### src/design/scan_seq_pkg.sv
// Purpose: shared constants for the channel scan sequencer
// Assumes: AHB-Lite word registers, 20 MHz core clock
// Notes: offsets are byte addresses
package scan_seq_pkg;
  localparam logic [7:0] OFF_CTRL = 8'h00;
  localparam logic [7:0] OFF_LIST_LEN = 8'h04;
  localparam logic [7:0] OFF_CMD = 8'h08;
  localparam logic [7:0] OFF_STATE = 8'h0c;
  localparam logic [7:0] OFF_OPER = 8'h10;
  localparam logic [7:0] OFF_OPER_EN = 8'h14;
  localparam logic [7:0] OFF_STB = 8'h18;
  localparam logic [7:0] OFF_SRE = 8'h1c;
  localparam logic [7:0] OFF_INT_MASK = 8'h20;
  localparam logic [7:0] OFF_LIST_BASE = 8'h40;
  // ctrl fields
  localparam int CTRL_SRC_LSB = 0;
  localparam int CTRL_ANALOG_BUS_ROUTE_BIT = 4;
  localparam int CTRL_DL_BIT = 5;
  localparam int CTRL_ARM_LSB = 8;
  // command bits
  localparam int CMD_INIT_BIT = 0;
  localparam int CMD_TRIG_BIT = 1;
  localparam int CMD_CLS_BIT = 2;
  localparam int CMD_ABORT_BIT = 3;
  localparam int OPER_SCAN_BIT = 8;
  localparam int STB_OPER_BIT = 7;
  localparam int STB_SRQ_BIT = 6;
  localparam logic [2:0] SRC_IMM = 3'h0;
  localparam logic [2:0] SRC_BUS = 3'h1;
  localparam logic [2:0] SRC_HOLD = 3'h2;
  localparam logic [2:0] SRC_EXT = 3'h3;
  localparam logic [2:0] SRC_HANDSHAKE = 3'h4;
  localparam logic [31:0] CTRL_RESET = 32'h0000_0102;
  // timing: settling and strobe width
  localparam int CLK_HZ = 20_000_000;
  localparam int SETTLE_NS = 500;
  localparam int STROBE_NS = 200;
  localparam int SETTLE_CYC = (SETTLE_NS * (CLK_HZ / 1_000_000) + 999) / 1000;
  localparam int STROBE_CYC = (STROBE_NS * (CLK_HZ / 1_000_000) + 999) / 1000;
  typedef enum logic [2:0] {ST_IDLE, ST_SETTLE, ST_STROBE, ST_WAIT, ST_DONE} seq_state_t;
endpackage

### src/design/scan_handshake_sequencer.sv
// Purpose: channel scan sequencer paced by handshake or trigger sources
// Assumes: single core clock, synchronous active low reset
// Notes: registers on AHB-Lite, zero wait states
//
// The placing of the registers and the AHB-Lite interface to the registers are this design's own decisions.
`timescale 1ns/1ps
`default_nettype none
// Overview of operation
// - handshake source advances only from stepNext
// - initiate closes first list channel
// - in handshake mode, pulse channelDone after each closure
// - stepNext opens current, closes next
// - repeat per entry, stop after last
// - completion sets operation status bit 8
// - all other operation bits read zero
// - operation status readable at own address
// - enabled bit 8 summarizes into STB bit7
// - status byte readable by poll, query
// - SRE bit 128 raises service request
// - clear-status clears the operation event flag; enables keep their values
// - external source advances from extEvent
// - analog bus route drives bus and tree
// - arm count ignored for downloaded lists
// - immediate trigger advances in bus/hold
module scan_handshake_sequencer
  import scan_seq_pkg::*;
#(
  parameter int LIST_DEPTH = 16
)(
  input wire logic core_clk,
  input wire logic rst_n,
  input wire logic hsel,
  input wire logic [31:0] haddr,
  input wire logic [1:0] htrans,
  input wire logic hwrite,
  input wire logic [2:0] hsize,
  input wire logic [31:0] hwdata,
  input wire logic hready,
  output logic [31:0] hrdata,
  output logic hreadyout,
  output logic hresp,
  input wire logic stepNext,
  input wire logic extEvent,
  output logic channelDone,
  output logic [15:0] channelClose,
  output logic analogBusRoute,
  output logic treeARoute,
  output logic serviceRequest,
  output logic irq
);
  // elaboration guard: the list store and index are sized for sixteen entries
  if (LIST_DEPTH < 2 || LIST_DEPTH > 16)
  begin : g_depth_check
    $error("LIST_DEPTH must be 2..16");
  end

  typedef struct packed {
    logic [31:0] ctrl;
    logic [4:0] listLen;
    logic [15:0][3:0] list;
    logic [3:0] idx;
    logic [7:0] armLeft;
    seq_state_t st;
    logic [7:0] cnt;
    logic advPending;
    logic operEvt;
    logic operEn;
    logic sreEn;
    logic intMask;
    logic [2:0] stepSync;
    logic [2:0] extSync;
    logic stepLvl;
    logic extLvl;
    logic apPend;
    logic apWrite;
    logic [7:0] apAddr;
    logic [31:0] hrdata;
    logic channelDone;
    logic [15:0] channelClose;
    logic analog_bus_route;
    logic tree;
    logic srq;
    logic irq;
  } state_t;
  state_t cur, nxt;

  function automatic logic [15:0] onehot(input logic [3:0] ch);
    onehot = 16'h0001 << ch;
  endfunction

  logic stepRise, extRise, stbBit;
  // a change counts once the 2nd and 3rd synchroniser stages agree
  assign stepRise = cur.stepSync[2] & cur.stepSync[1] & ~cur.stepLvl;
  assign extRise = cur.extSync[2] & cur.extSync[1] & ~cur.extLvl;
  assign stbBit = cur.operEvt & cur.operEn;

  logic busReq, readOper, initReq, abortReq, evtSet;
  // whole-word transfers only; other sizes are ignored rather than half-written
  assign busReq = hsel & htrans[1] & hready & (hsize == 3'h2);
  assign readOper = busReq & ~hwrite & (haddr[7:0] == OFF_OPER);
  // command strobes seen in the data phase, also watched by the assertions
  assign initReq = cur.apPend & cur.apWrite & (cur.apAddr == OFF_CMD) & hwdata[CMD_INIT_BIT];
  assign abortReq = cur.apPend & cur.apWrite & (cur.apAddr == OFF_CMD) & hwdata[CMD_ABORT_BIT];

  always_comb
  begin
    logic adv;
    logic doInit, doTrig, doCls, doAbort;
    logic [2:0] src;
    adv = 1'b0;
    doInit = 1'b0;
    doTrig = 1'b0;
    doCls = 1'b0;
    doAbort = 1'b0;
    evtSet = 1'b0;
    nxt = cur;
    src = cur.ctrl[CTRL_SRC_LSB +: 3];
    nxt.stepSync = {cur.stepSync[1:0], stepNext};
    nxt.extSync = {cur.extSync[1:0], extEvent};
    if (cur.stepSync[2] == cur.stepSync[1])
      nxt.stepLvl = cur.stepSync[2];
    if (cur.extSync[2] == cur.extSync[1])
      nxt.extLvl = cur.extSync[2];
    nxt.channelDone = 1'b0;
    // address phase capture, data phase completes next cycle
    nxt.apPend = busReq;
    nxt.apWrite = hwrite;
    nxt.apAddr = haddr[7:0];
    if (cur.apPend && cur.apWrite)
    begin
      unique case (cur.apAddr)
        OFF_CTRL: nxt.ctrl = hwdata;
        OFF_LIST_LEN: nxt.listLen = hwdata[4:0];
        OFF_CMD:
        begin
          doInit = hwdata[CMD_INIT_BIT];
          doTrig = hwdata[CMD_TRIG_BIT];
          doCls = hwdata[CMD_CLS_BIT];
          doAbort = hwdata[CMD_ABORT_BIT];
        end
        OFF_OPER_EN: nxt.operEn = hwdata[OPER_SCAN_BIT];
        OFF_SRE: nxt.sreEn = hwdata[STB_OPER_BIT];
        OFF_INT_MASK: nxt.intMask = hwdata[OPER_SCAN_BIT];
        default:
          if (cur.apAddr >= OFF_LIST_BASE && cur.apAddr < OFF_LIST_BASE + 8'h40
              && int'(cur.apAddr[5:2]) < LIST_DEPTH)
            nxt.list[cur.apAddr[5:2]] = hwdata[3:0];
      endcase
    end
    // read data is registered; reading the operation register clears it
    nxt.hrdata = 32'h0;
    if (busReq && !hwrite)
    begin
      unique case (haddr[7:0])
        OFF_CTRL: nxt.hrdata = cur.ctrl;
        OFF_LIST_LEN: nxt.hrdata = {27'h0, cur.listLen};
        OFF_STATE: nxt.hrdata = {20'h0, cur.idx, 5'h0, cur.st};
        OFF_OPER:
        begin
          nxt.hrdata = 32'h0;
          nxt.hrdata[OPER_SCAN_BIT] = cur.operEvt;
        end
        OFF_OPER_EN: nxt.hrdata = {23'h0, cur.operEn, 8'h0};
        OFF_STB: nxt.hrdata = {24'h0, stbBit, cur.srq, 6'h0};
        OFF_SRE: nxt.hrdata = {24'h0, cur.sreEn, 7'h0};
        OFF_INT_MASK: nxt.hrdata = {23'h0, cur.intMask, 8'h0};
        default:
          if (haddr[7:0] >= OFF_LIST_BASE)
            nxt.hrdata = {28'h0, cur.list[haddr[5:2]]};
      endcase
    end
    // pick advance source
    unique case (src)
      SRC_HANDSHAKE: adv = stepRise;
      SRC_EXT: adv = extRise;
      SRC_BUS, SRC_HOLD: adv = doTrig;
      default: adv = 1'b1;
    endcase
    if (adv && cur.st != ST_IDLE && cur.st != ST_DONE)
      nxt.advPending = 1'b1; // held until settle and strobe are over
    unique case (cur.st)
      ST_IDLE, ST_DONE:
        if (doInit && cur.listLen != 5'h0)
        begin
          nxt.idx = 4'h0;
          nxt.channelClose = onehot(cur.list[0]);
          nxt.analog_bus_route = cur.ctrl[CTRL_ANALOG_BUS_ROUTE_BIT];
          nxt.tree = cur.ctrl[CTRL_ANALOG_BUS_ROUTE_BIT];
          nxt.armLeft = cur.ctrl[CTRL_DL_BIT] ? 8'h1 : cur.ctrl[CTRL_ARM_LSB +: 8];
          nxt.advPending = 1'b0;
          nxt.cnt = 8'(SETTLE_CYC);
          nxt.st = ST_SETTLE;
        end
      ST_SETTLE:
        if (cur.cnt == 8'h1)
        begin
          nxt.cnt = 8'(STROBE_CYC);
          nxt.st = ST_STROBE;
          nxt.channelDone = (src == SRC_HANDSHAKE);
        end
        else
          nxt.cnt = cur.cnt - 8'h1;
      ST_STROBE:
        if (cur.cnt == 8'h1)
          nxt.st = ST_WAIT;
        else
        begin
          nxt.cnt = cur.cnt - 8'h1;
          nxt.channelDone = (src == SRC_HANDSHAKE);
        end
      ST_WAIT:
        if (cur.advPending || adv)
        begin
          nxt.advPending = 1'b0;
          nxt.cnt = 8'(SETTLE_CYC);
          if ({1'b0, cur.idx} + 5'h1 < cur.listLen)
          begin
            nxt.idx = cur.idx + 4'h1;
            nxt.channelClose = onehot(cur.list[cur.idx + 4'h1]);
            nxt.st = ST_SETTLE;
          end
          else if (cur.armLeft > 8'h1)
          begin
            nxt.armLeft = cur.armLeft - 8'h1;
            nxt.idx = 4'h0;
            nxt.channelClose = onehot(cur.list[0]);
            nxt.st = ST_SETTLE;
          end
          else
          begin
            nxt.channelClose = 16'h0;
            nxt.st = ST_DONE;
            nxt.operEvt = 1'b1;
            evtSet = 1'b1;
          end
        end
    endcase
    if (doAbort)
    begin
      nxt.st = ST_IDLE;
      nxt.channelClose = 16'h0;
    end
    // read-clear and clear-status both lose to a completion in the same cycle,
    // so a scan that ends during a poll is never lost
    if (readOper && !evtSet)
      nxt.operEvt = 1'b0;
    if (doCls && !evtSet)
      nxt.operEvt = 1'b0;
    // levels follow the new flag and masks, so they settle together with the flag
    nxt.srq = nxt.operEvt & nxt.operEn & nxt.sreEn;
    nxt.irq = nxt.operEvt & nxt.intMask;
  end

  always_ff @(posedge core_clk)
  begin
    if (!rst_n)
    begin
      cur <= '0;
      cur.ctrl <= CTRL_RESET;
      cur.st <= ST_IDLE;
    end
    else
      cur <= nxt;
  end

  assign hrdata = cur.hrdata;
  assign hreadyout = 1'b1;
  assign hresp = 1'b0;
  assign channelDone = cur.channelDone;
  assign channelClose = cur.channelClose;
  assign analogBusRoute = cur.analog_bus_route;
  assign treeARoute = cur.tree;
  assign serviceRequest = cur.srq;
  assign irq = cur.irq;

  property p_done_sets_flag;
    @(posedge core_clk) disable iff (!rst_n)
      (cur.st == ST_WAIT && nxt.st == ST_DONE) |=> cur.operEvt;
  endproperty
  a_done_sets_flag: assert property (p_done_sets_flag)
    else $error("scan completion did not set flag");

  property p_strobe_width;
    @(posedge core_clk) disable iff (!rst_n)
      $rose(channelDone) |-> channelDone[*4] ##1 !channelDone;
  endproperty
  a_strobe_width: assert property (p_strobe_width)
    else $error("channel done width wrong");

  property p_strobe_only_handshake;
    @(posedge core_clk) disable iff (!rst_n)
      channelDone |-> cur.ctrl[2:0] == SRC_HANDSHAKE;
  endproperty
  a_strobe_only_handshake: assert property (p_strobe_only_handshake)
    else $error("strobe outside handshake mode");

  property p_one_channel;
    @(posedge core_clk) disable iff (!rst_n)
      $onehot0(channelClose);
  endproperty
  a_one_channel: assert property (p_one_channel)
    else $error("more than one channel closed");

  property p_srq_follows;
    @(posedge core_clk) disable iff (!rst_n)
      (cur.operEvt && cur.operEn && cur.sreEn) |-> serviceRequest;
  endproperty
  a_srq_follows: assert property (p_srq_follows)
    else $error("service request missing");

  property p_cls_clears;
    @(posedge core_clk) disable iff (!rst_n)
      (cur.apPend && cur.apWrite && cur.apAddr == OFF_CMD && hwdata[CMD_CLS_BIT] && !evtSet)
        |=> !cur.operEvt;
  endproperty
  a_cls_clears: assert property (p_cls_clears)
    else $error("clear status left flag set");

  property p_route_pair;
    @(posedge core_clk) disable iff (!rst_n)
      analogBusRoute == treeARoute;
  endproperty
  a_route_pair: assert property (p_route_pair)
    else $error("analog bus and tree differ");

  property p_no_adv_settle;
    @(posedge core_clk) disable iff (!rst_n)
      (cur.st == ST_SETTLE && !abortReq) |=> $stable(channelClose);
  endproperty
  a_no_adv_settle: assert property (p_no_adv_settle)
    else $error("channel changed while settling");

  property p_srq_needs_event;
    @(posedge core_clk) disable iff (!rst_n)
      serviceRequest |-> (cur.operEvt && cur.operEn && cur.sreEn);
  endproperty
  a_srq_needs_event: assert property (p_srq_needs_event)
    else $error("service request without enabled event");

  property p_irq_needs_event;
    @(posedge core_clk) disable iff (!rst_n)
      irq |-> (cur.operEvt && cur.intMask);
  endproperty
  a_irq_needs_event: assert property (p_irq_needs_event)
    else $error("interrupt without unmasked event");

  property p_read_clears;
    @(posedge core_clk) disable iff (!rst_n)
      (readOper && !evtSet) |=> !cur.operEvt;
  endproperty
  a_read_clears: assert property (p_read_clears)
    else $error("operation status read left flag set");

  property p_oper_bits;
    @(posedge core_clk) disable iff (!rst_n)
      (cur.apPend && !cur.apWrite && cur.apAddr == OFF_OPER)
        |-> (hrdata[31:9] == 23'h0 && hrdata[7:0] == 8'h00);
  endproperty
  a_oper_bits: assert property (p_oper_bits)
    else $error("operation status shows a bit other than scan complete");

  property p_stb_summary;
    @(posedge core_clk) disable iff (!rst_n)
      (cur.apPend && !cur.apWrite && cur.apAddr == OFF_STB)
        |-> hrdata[STB_OPER_BIT] == $past(cur.operEvt && cur.operEn);
  endproperty
  a_stb_summary: assert property (p_stb_summary)
    else $error("status byte summary bit wrong");

  property p_first_channel;
    @(posedge core_clk) disable iff (!rst_n)
      (initReq && !abortReq && cur.listLen != 5'h0 && (cur.st == ST_IDLE || cur.st == ST_DONE))
        |=> channelClose == onehot(cur.list[0]);
  endproperty
  a_first_channel: assert property (p_first_channel)
    else $error("initiate did not close the first list channel");

  property p_handshake_only;
    @(posedge core_clk) disable iff (!rst_n)
      (cur.st == ST_WAIT && cur.ctrl[2:0] == SRC_HANDSHAKE && !cur.advPending && !stepRise
        && !abortReq) |=> cur.st == ST_WAIT;
  endproperty
  a_handshake_only: assert property (p_handshake_only)
    else $error("handshake scan advanced without step input");
endmodule // scan_handshake_sequencer
`default_nettype wire

### config.mk
export PLATFORM = sky130hd
export DESIGN_NAME = scan_handshake_sequencer
export DESIGN_NICKNAME = d
export VERILOG_FILES = /design/src/design/scan_seq_pkg.sv /design/src/design/scan_handshake_sequencer.sv
export SDC_FILE = /design/constraint.sdc
export NUM_CORES = 1
export LEC_CHECK = 0
export BUFFER_PORTS_ARGS = -buffer_cell sky130_fd_sc_hd__buf_2
export CORE_MARGIN = 8
export CORE_UTILIZATION = 50
export CTS_BUF_LIST = sky130_fd_sc_hd__clkbuf_16
export DETAILED_ROUTE_END_ITERATION = 16
export MAX_ROUTING_LAYER = met4
export PLACE_DENSITY = 0.81
export SLEW_MARGIN = 40
export SYNTH_ARGS = -nofsm -noshare
export SYNTH_HDL_FRONTEND = slang
export SYNTH_SLANG_ARGS = --single-unit
### constraint.sdc
create_clock -name core_clk -period 3.85 [get_ports core_clk]
set_input_delay 0.77 -clock core_clk [delete_from_list [all_inputs] [get_ports core_clk]]
set_output_delay 0.77 -clock core_clk [all_outputs]
set_load 0.1 [all_outputs]
==> results.sh, run 1 <==
export IMPL_synth_seq_area_share=0.404
export IMPL_ys_warn_count=0
export IMPL_grt_pass1_wl_um=40900
export IMPL_seq_area_um2=3980
export IMPL_rr_startpoint="cur[95]"
export IMPL_postPlaceCellArea_um2=10200
export IMPL_yosys_area_share_adder=0.0140
export IMPL_routabilityCongestion=0.897
export IMPL_r2r_end="channelClose[4]"
export IMPL_final_util=0.557
export IMPL_multi_input_area_um2=5150
export IMPL_end_kind="flip-flop"
export IMPL_run_status="completed"
export IMPL_setup_tns_ns=0
export IMPL_synth_area_leader_cell="dfxtp_1"
export IMPL_drtIter0Drc=888
export IMPL_grt_overflow=0
export IMPL_synthSimpleGateAreaFrac=0.203
export IMPL_p_total_mw=4.09
export IMPL_cp_cell_sequence="ha_1, xor2_2, buf_4, ha_1, a21o_1, a31oi_1, o21ai_1, a21oi_1, or4_1, o311ai_0"
export IMPL_ant_nets=0
export IMPL_final_hold_viol_count=0
export IMPL_synthArstFlopShare=0
export IMPL_critPathKind="reg2reg"
export IMPL_vdd_drop_max_uv=314
export IMPL_grt_start_max_net_pins=90
export IMPL_dieArea_um2=24500
export IMPL_portBuffers=103
export IMPL_syn_inst=1098
export IMPL_cts_root_buf="clkbuf_16"
export IMPL_drc=0
export IMPL_finalWorstSetupSlack_ns=0.589
export IMPL_dp_hpwl_um=18000
export IMPL_fin_crit_sh=0.847
export IMPL_htreeDepth=4
export IMPL_whs_ns=0.438
export IMPL_n_fill_cell=1709
export IMPL_grt_setup_unrepaired="false"
export IMPL_antenna_cells=0
export IMPL_drive_gt1_frac=0.192
export IMPL_hold_path_class="reg2reg"
export IMPL_final_cells=1395
export IMPL_grtUsageTotal=0.215
export IMPL_synth_top_flop_cell="dfxtp_1"
export IMPL_routed_via_count=8365
export IMPL_crit_fanout=9
export IMPL_ios=131
export IMPL_die_h_um=156
export IMPL_wl_met3_um=2100
export IMPL_start_util=0.508
export IMPL_cts_sinks=199
export IMPL_dr_pass1_iters=6
export IMPL_ys_types=73
export IMPL_core_area_um2=19400
export IMPL_die_w_um=156
export IMPL_setup_violations=0
export IMPL_avgSynthCellArea_um2=8.98
export IMPL_powerDensity_nw_per_um2=379
export IMPL_syn_area_um2=9860
export IMPL_cp_arrival_ns=3.58
export IMPL_vias_per_cell=6.00
export IMPL_leakagePower_nw=4.09
export IMPL_highest_layer="met4"
export IMPL_nets=1204
export IMPL_clock_latency_ns=0.44
export IMPL_cp_common_cell="ha_1"
export IMPL_holdPathStages=1
export IMPL_wl_per_cell_um=18.4
export IMPL_maxSlewHeadroom=0.464
export IMPL_maxCapViolations=0
export IMPL_clk_pin_slew_ns=0.08
export IMPL_rows=51
export IMPL_post_cts_buffers=0
export IMPL_cts_tree="yes"
export IMPL_reg2regPathDepth=10
export IMPL_clockBufferDepth=2
export IMPL_finalCriticalPeriod_ns=3.26
export IMPL_synth_top_family_by_area="simple AND/OR/NAND/NOR gates"
export IMPL_cp_start_kind="flip-flop"
export IMPL_syn_nets=1185
export IMPL_finalInstanceArea_um2=10800
export IMPL_fmax_ghz=0.307
export IMPL_crit_path_max_incr_delay_ns=0.55
export IMPL_wl_met1_um=10500
export IMPL_slowest_stage="o21ai_1"
export IMPL_muxShareOfSynthArea=0.156
export IMPL_synth_top_area_share=0.404
export IMPL_postRouteWirelength_um=25700
export IMPL_cts_buffers=17
export IMPL_worstHoldEndpoint="cur[66]"
export IMPL_drv_slew=0
export IMPL_max_slew_worst_pin_slew_ns=0.797
export IMPL_synth_xor_area_frac=0.00431
export IMPL_antenna_found_initial=0
export IMPL_rrSetupSlack_ns=0.59
export IMPL_holdBufCountCts=0
export IMPL_synth_compound_area_frac=0.142
export IMPL_place_worst_setup_slack_ns=0.683
export IMPL_skew_ns=0.0168
export IMPL_synth_edff_count=0
export IMPL_synth_area_leaders="dfxtp_1 (40%), mux4_2 (8.2%), mux2i_1 (6.8%)"
export IMPL_area_growth_pct=9.48
export IMPL_dp_cells=1362
export IMPL_synth_ff_latch_count=199
export IMPL_grt_pass1_vias=8086
export IMPL_cp_data_required_time_ns=4.17
export IMPL_hp_start="cur[65]"
export IMPL_cts_repair_resized=0
export IMPL_wl_met2_um=12300
-- worst max-delay path, delay by kind of cell (launching register included) --
| kind | cells | cell delay [ns] |
|---|---|---|
| flops | 1 | 0.47 |
| simple gates | 1 | 0.53 |
| xor+xnor | 1 | 0.09 |
| compound gates | 5 | 1.24 |
| fa+ha+maj | 2 | 0.60 |
| buf+inv | 1 | 0.21 |
-- where the power goes --
group / total, mW / switching, mW / internal [mW]
sequential: 2.07 / 0.00953 / 2.06
clock: 1.87 / 0.877 / 0.991
combinational: 0.151 / 0.104 / 0.0471
-- sequential cells by signal, summed over array words and instances, names as in the netlist --
register,cells
serviceRequest,1
cur,147
hrdata,32
treeARoute,1
channelClose,16
irq,1
channelDone,1
-- kinds of logic (layout without fill, tap and decap cells) --
| group | Yosys count | count (layout) |
|---|---|---|
| flip-flops | 199 | 199 |
| buffers and inverters | 140 | 172 |
| AO/OA/AOI/OAI | 212 | 212 |
| multiplexers | 108 | 108 |
| other | 2 | 2 |
| adder cells (fa/ha/maj) | 11 | 11 |
| AND/OR/NAND/NOR | 422 | 422 |
| XOR/XNOR | 4 | 4 |
-- how the worst max path moves through the flow --
stage,cells after the start,to,start
2_1_floorplan,10,channelClose[4],cur[95]
3_3_place_gp,10,channelClose[2],cur[95]
3_5_place_dp,10,channelClose[4],cur[95]
4_1_cts,10,channelClose[4],cur[95]
5_1_grt,10,channelClose[4],cur[95]
6_report,10,channelClose[4],cur[95]
-- cell usage after synthesis (3+ instances only) --
library cell,instances
and3_1,27
a32oi_1,5
nor2b_1,6
a21o_1,3
inv_1,18
o21ai_0,35
nand2_1,134
mux4_2,36
nand4_1,7
a311oi_1,3
a31o_2,4
clkbuf_1,54
a221o_1,8
buf_4,54
nand4b_1,4
a21oi_1,94
o311ai_0,6
and2_1,18
mux2i_1,67
o21a_1,4
nand2b_1,10
nor3_1,27
buf_1,4
buf_2,7
nand3_1,31
a31oi_1,5
o2111ai_1,5
nor4_1,15
or3_1,8
mux2_2,5
ha_1,11
o31ai_1,3
o2bb2ai_1,4
o32ai_1,3
dfxtp_1,199
or4_1,6
a22oi_1,3
o211ai_1,4
nor2_1,117
-- cells in the final DEF, fill, tap and decap left out, types with 10 or more instances in the layout --
cell	Yosys	layout
mux4_2	36	36
clkbuf_16	0	17
nor4_1	15	15
buf_4	54	16
a21oi_1	94	94
and3_1	27	27
inv_1	18	19
nor2_1	117	116
o21ai_0	35	35
buf_2	7	104
nand2b_1	10	10
dfxtp_1	199	199
nand3_1	31	31
nand2_1	134	134
mux2i_1	67	67
ha_1	11	11
and2_1	18	18
nor3_1	27	25
-- metal layers --
| metal | GRT usage | vias up |
|---|---|---|
| met5 | - | - |
| met4 | 0.0924 | 0 |
| li1 | - | 3924 |
| met3 | 0.0463 | 73 |
| met1 | 0.255 | 3954 |
| met2 | 0.347 | 414 |
-- area by class of cell --
type,instances,area share
Timing Repair Buffer,121,0.0604
Inverter,19,0.00672
Tap cell,265,0.0307
Multi-Input combinational cell,759,0.477
Clock inverter,15,0.0172
Sequential cell,199,0.369
Clock buffer,17,0.0394
No activity file was read; power rests on OpenSTA's default activity.
==> inputs of run 2 (changes only) <==
--- a/config.mk
+++ b/config.mk
@@ -5,6 +5,7 @@
 export SDC_FILE = /design/constraint.sdc
 export NUM_CORES = 1
 export LEC_CHECK = 0
+export ABC_AREA = 1
 export BUFFER_PORTS_ARGS = -buffer_cell sky130_fd_sc_hd__buf_2
 export CORE_MARGIN = 8
 export CORE_UTILIZATION = 50
==> constraint.sdc (replaced) <==
create_clock -name core_clk -period 3.4 [get_ports core_clk]
set_input_delay 0.68 -clock core_clk [delete_from_list [all_inputs] [get_ports core_clk]]
set_output_delay 0.68 -clock core_clk [all_outputs]
set_load 0.1 [all_outputs]
==> results.sh, run 2 <==
export IMPL_synth_ff_latch_count=199
export IMPL_drv_slew=0
export IMPL_seq_power_share=0.407
export IMPL_core_area_um2=20100
export IMPL_largest_register_ffs=147
export IMPL_leakagePower_nw=4.84
export IMPL_cp_data_required_time_ns=3.72
export IMPL_setup_tns_ns=0
export IMPL_antenna_cells=0
export IMPL_slowest_stage="dfxtp_1"
export IMPL_skew_ns=0.0118
export IMPL_start_util=0.505
export IMPL_top_register="cur"
export IMPL_grt_pass1_vias=8936
export IMPL_r2r_end="cur[95]"
export IMPL_routed_via_count=9830
export IMPL_drtIter0Drc=1071
export IMPL_area_growth_pct=9.30
export IMPL_synth_area_leaders="dfxtp_1 (39%), nand2_1 (12%), o21ai_0 (6.7%)"
export IMPL_final_util=0.552
export IMPL_clock_latency_ns=0.45
export IMPL_die_h_um=159
export IMPL_synthArstFlopShare=0
export IMPL_portBuffers=103
export IMPL_avgSynthCellArea_um2=6.81
export IMPL_grt_overflow=0
export IMPL_max_slew_worst_pin_slew_ns=0.870
export IMPL_worstHoldEndpoint="cur[65]"
export IMPL_holdBufCountCts=0
export IMPL_synth_top_area_share=0.392
export IMPL_reg2regPathDepth=13
export IMPL_p_switching_mw=2.20
export IMPL_synth_top_flop_cell="dfxtp_1"
export IMPL_cp_arrival_ns=2.90
export IMPL_syn_inst=1491
export IMPL_clk_pin_slew_ns=0.08
export IMPL_crit_path_max_incr_delay_ns=0.51
export IMPL_syn_area_um2=10200
export IMPL_yosysMostFrequentCell="nand2_1"
export IMPL_cts_tree="yes"
export IMPL_cts_buffers=17
export IMPL_cts_sinks=199
export IMPL_ios=131
export IMPL_rows=52
export IMPL_fin_crit_sh=0.759
export IMPL_htreeDepth=4
export IMPL_post_cts_buffers=0
export IMPL_dr_pass1_iters=5
export IMPL_grt_start_max_net_pins=72
export IMPL_drc=0
export IMPL_grt_pass1_wl_um=46100
export IMPL_clock_power_share=0.348
export IMPL_final_common_cell="nand2_1"
export IMPL_postRouteWirelength_um=28500
export IMPL_holdPathStages=3
export IMPL_synth_common_cells="nand2_1 (326), dfxtp_1 (199), inv_1 (176), nor2_1 (151), o21ai_0 (136)"
export IMPL_cts_root_buf="clkbuf_16"
export IMPL_syn_nets=1578
export IMPL_ys_warn_count=0
export IMPL_final_hold_viol_count=0
export IMPL_rrSetupSlack_ns=0.82
export IMPL_ys_types=46
export IMPL_p_total_mw=6.16
export IMPL_vdd_drop_max_uv=389
export IMPL_synth_seq_area_share=0.392
export IMPL_hp_start="extEvent"
export IMPL_grt_setup_unrepaired="false"
export IMPL_die_w_um=159
export IMPL_grtUsageTotal=0.238
export IMPL_end_kind="flip-flop"
export IMPL_layout_common_cells="nand2_1 (326), dfxtp_1 (199), inv_1 (176)"
export IMPL_hold_path_class="in2reg"
export IMPL_drive_gt1_frac=0.126
export IMPL_cp_cell_sequence="nand3_2, xor2_2, ha_1, nand2_1, inv_1, o21ai_0, nand3_2, inv_1, nor2_1, o21ai_0, nand3_1, nand2_1, a21oi_1"
export IMPL_switching_share=0.357
export IMPL_run_status="completed"
export IMPL_wl_per_cell_um=15.8
export IMPL_powerDensity_nw_per_um2=555
export IMPL_vias_per_cell=5.45
export IMPL_critPathKind="reg2reg"
export IMPL_finalCriticalPeriod_ns=2.58
export IMPL_crit_fanout=6
export IMPL_rr_startpoint="cur[97]"
export IMPL_p_int_mw=3.97
export IMPL_p_comb_frac=0.245
export IMPL_nets=1607
export IMPL_synth_area_leader_cell="dfxtp_1"
export IMPL_maxSlewHeadroom=0.416
export IMPL_maxCapViolations=0
export IMPL_dp_hpwl_um=20300
export IMPL_dieArea_um2=25100
export IMPL_cts_repair_resized=0
export IMPL_routabilityCongestion=0.998
export IMPL_ant_nets=0
export IMPL_place_worst_setup_slack_ns=0.533
export IMPL_cp_start_kind="flip-flop"
export IMPL_synth_edff_count=0
export IMPL_finalWorstSetupSlack_ns=0.820
export IMPL_antenna_found_initial=0
export IMPL_clockBufferDepth=2
export IMPL_setup_violations=0
export IMPL_fmax_ghz=0.388
-- run 2: cell type report --
type / count / area, um^2
Clock inverter: 15 / 204
Clock buffer: 17 / 425
Inverter: 192 / 721
Fill cell: 1925 / 9010
Sequential cell: 199 / 3980
Timing Repair Buffer: 120 / 643
Tap cell: 270 / 338
Multi-Input combinational cell: 990 / 4780
-- run 2: how the worst max path moves through the flow --
stage                   start                to  slack, ns  cells after the start
detailed placement  hwdata[1]           cur[78]       0.53                     12
CTS                   cur[97]           cur[94]       0.83                     13
floorplan             cur[96]           cur[94]       0.89                     14
finish                cur[97]           cur[95]       0.82                     13
global route          cur[97]  channelClose[13]       0.59                     12
global placement    hwdata[1]  channelClose[11]       0.57                     12
-- run 2: kinds of logic after synthesis --
group                    Yosys count  synth area share
XOR/XNOR                          15            0.0144
AO/OA/AOI/OAI                    316             0.170
adder cells (fa/ha/maj)           11            0.0136
other                              2          0.000740
AND/OR/NAND/NOR                  645             0.271
flip-flops                       199             0.392
multiplexers                       1          0.000986
buffers and inverters            302             0.137
-- run 2: power by group through the flow --
stage / Combinational, mW / Sequential [mW] / Clock, mW
after floorplan: 1.32 / 2.55 / 0
after detailed placement: 1.49 / 2.56 / 0
after global placement: 1.46 / 2.56 / 0
final: 1.51 / 2.51 / 2.15
after global routing: 1.67 / 2.52 / 2.27
after CTS: 1.50 / 2.51 / 2.17
-- run 2: per-stage QoR --
| step | instances | hold WS [ns] | area, um^2 |
|---|---|---|---|
| 2_1_floorplan | 1491 | 0.390 | 10200 |
| 3_3_place_gp | 1771 | 0.395 | 10500 |
| 3_5_place_dp | 1771 | 0.404 | 10500 |
| 4_1_cts | 1803 | 0.409 | 11100 |
| 5_1_grt | 1803 | 0.414 | 11100 |
| 6_report | 1803 | 0.416 | 11100 |
-- run 2: critical path, delay by kind of cell (launching register included) --
family,cells,cell delay (ns)
fa+ha+maj,1,0.31
buf+inv,2,0.14
compound gates,3,0.31
flops,1,0.51
simple gates,6,0.84
xor+xnor,1,0.35
-- run 2: metal layers --
layer,global-route usage,vias to the layer above,routed length (um)
li1,-,4837,-
met1,0.301,4502,12300
met2,0.376,429,13300
met3,0.0453,62,2170
met4,0.0831,0,750
met5,-,-,0
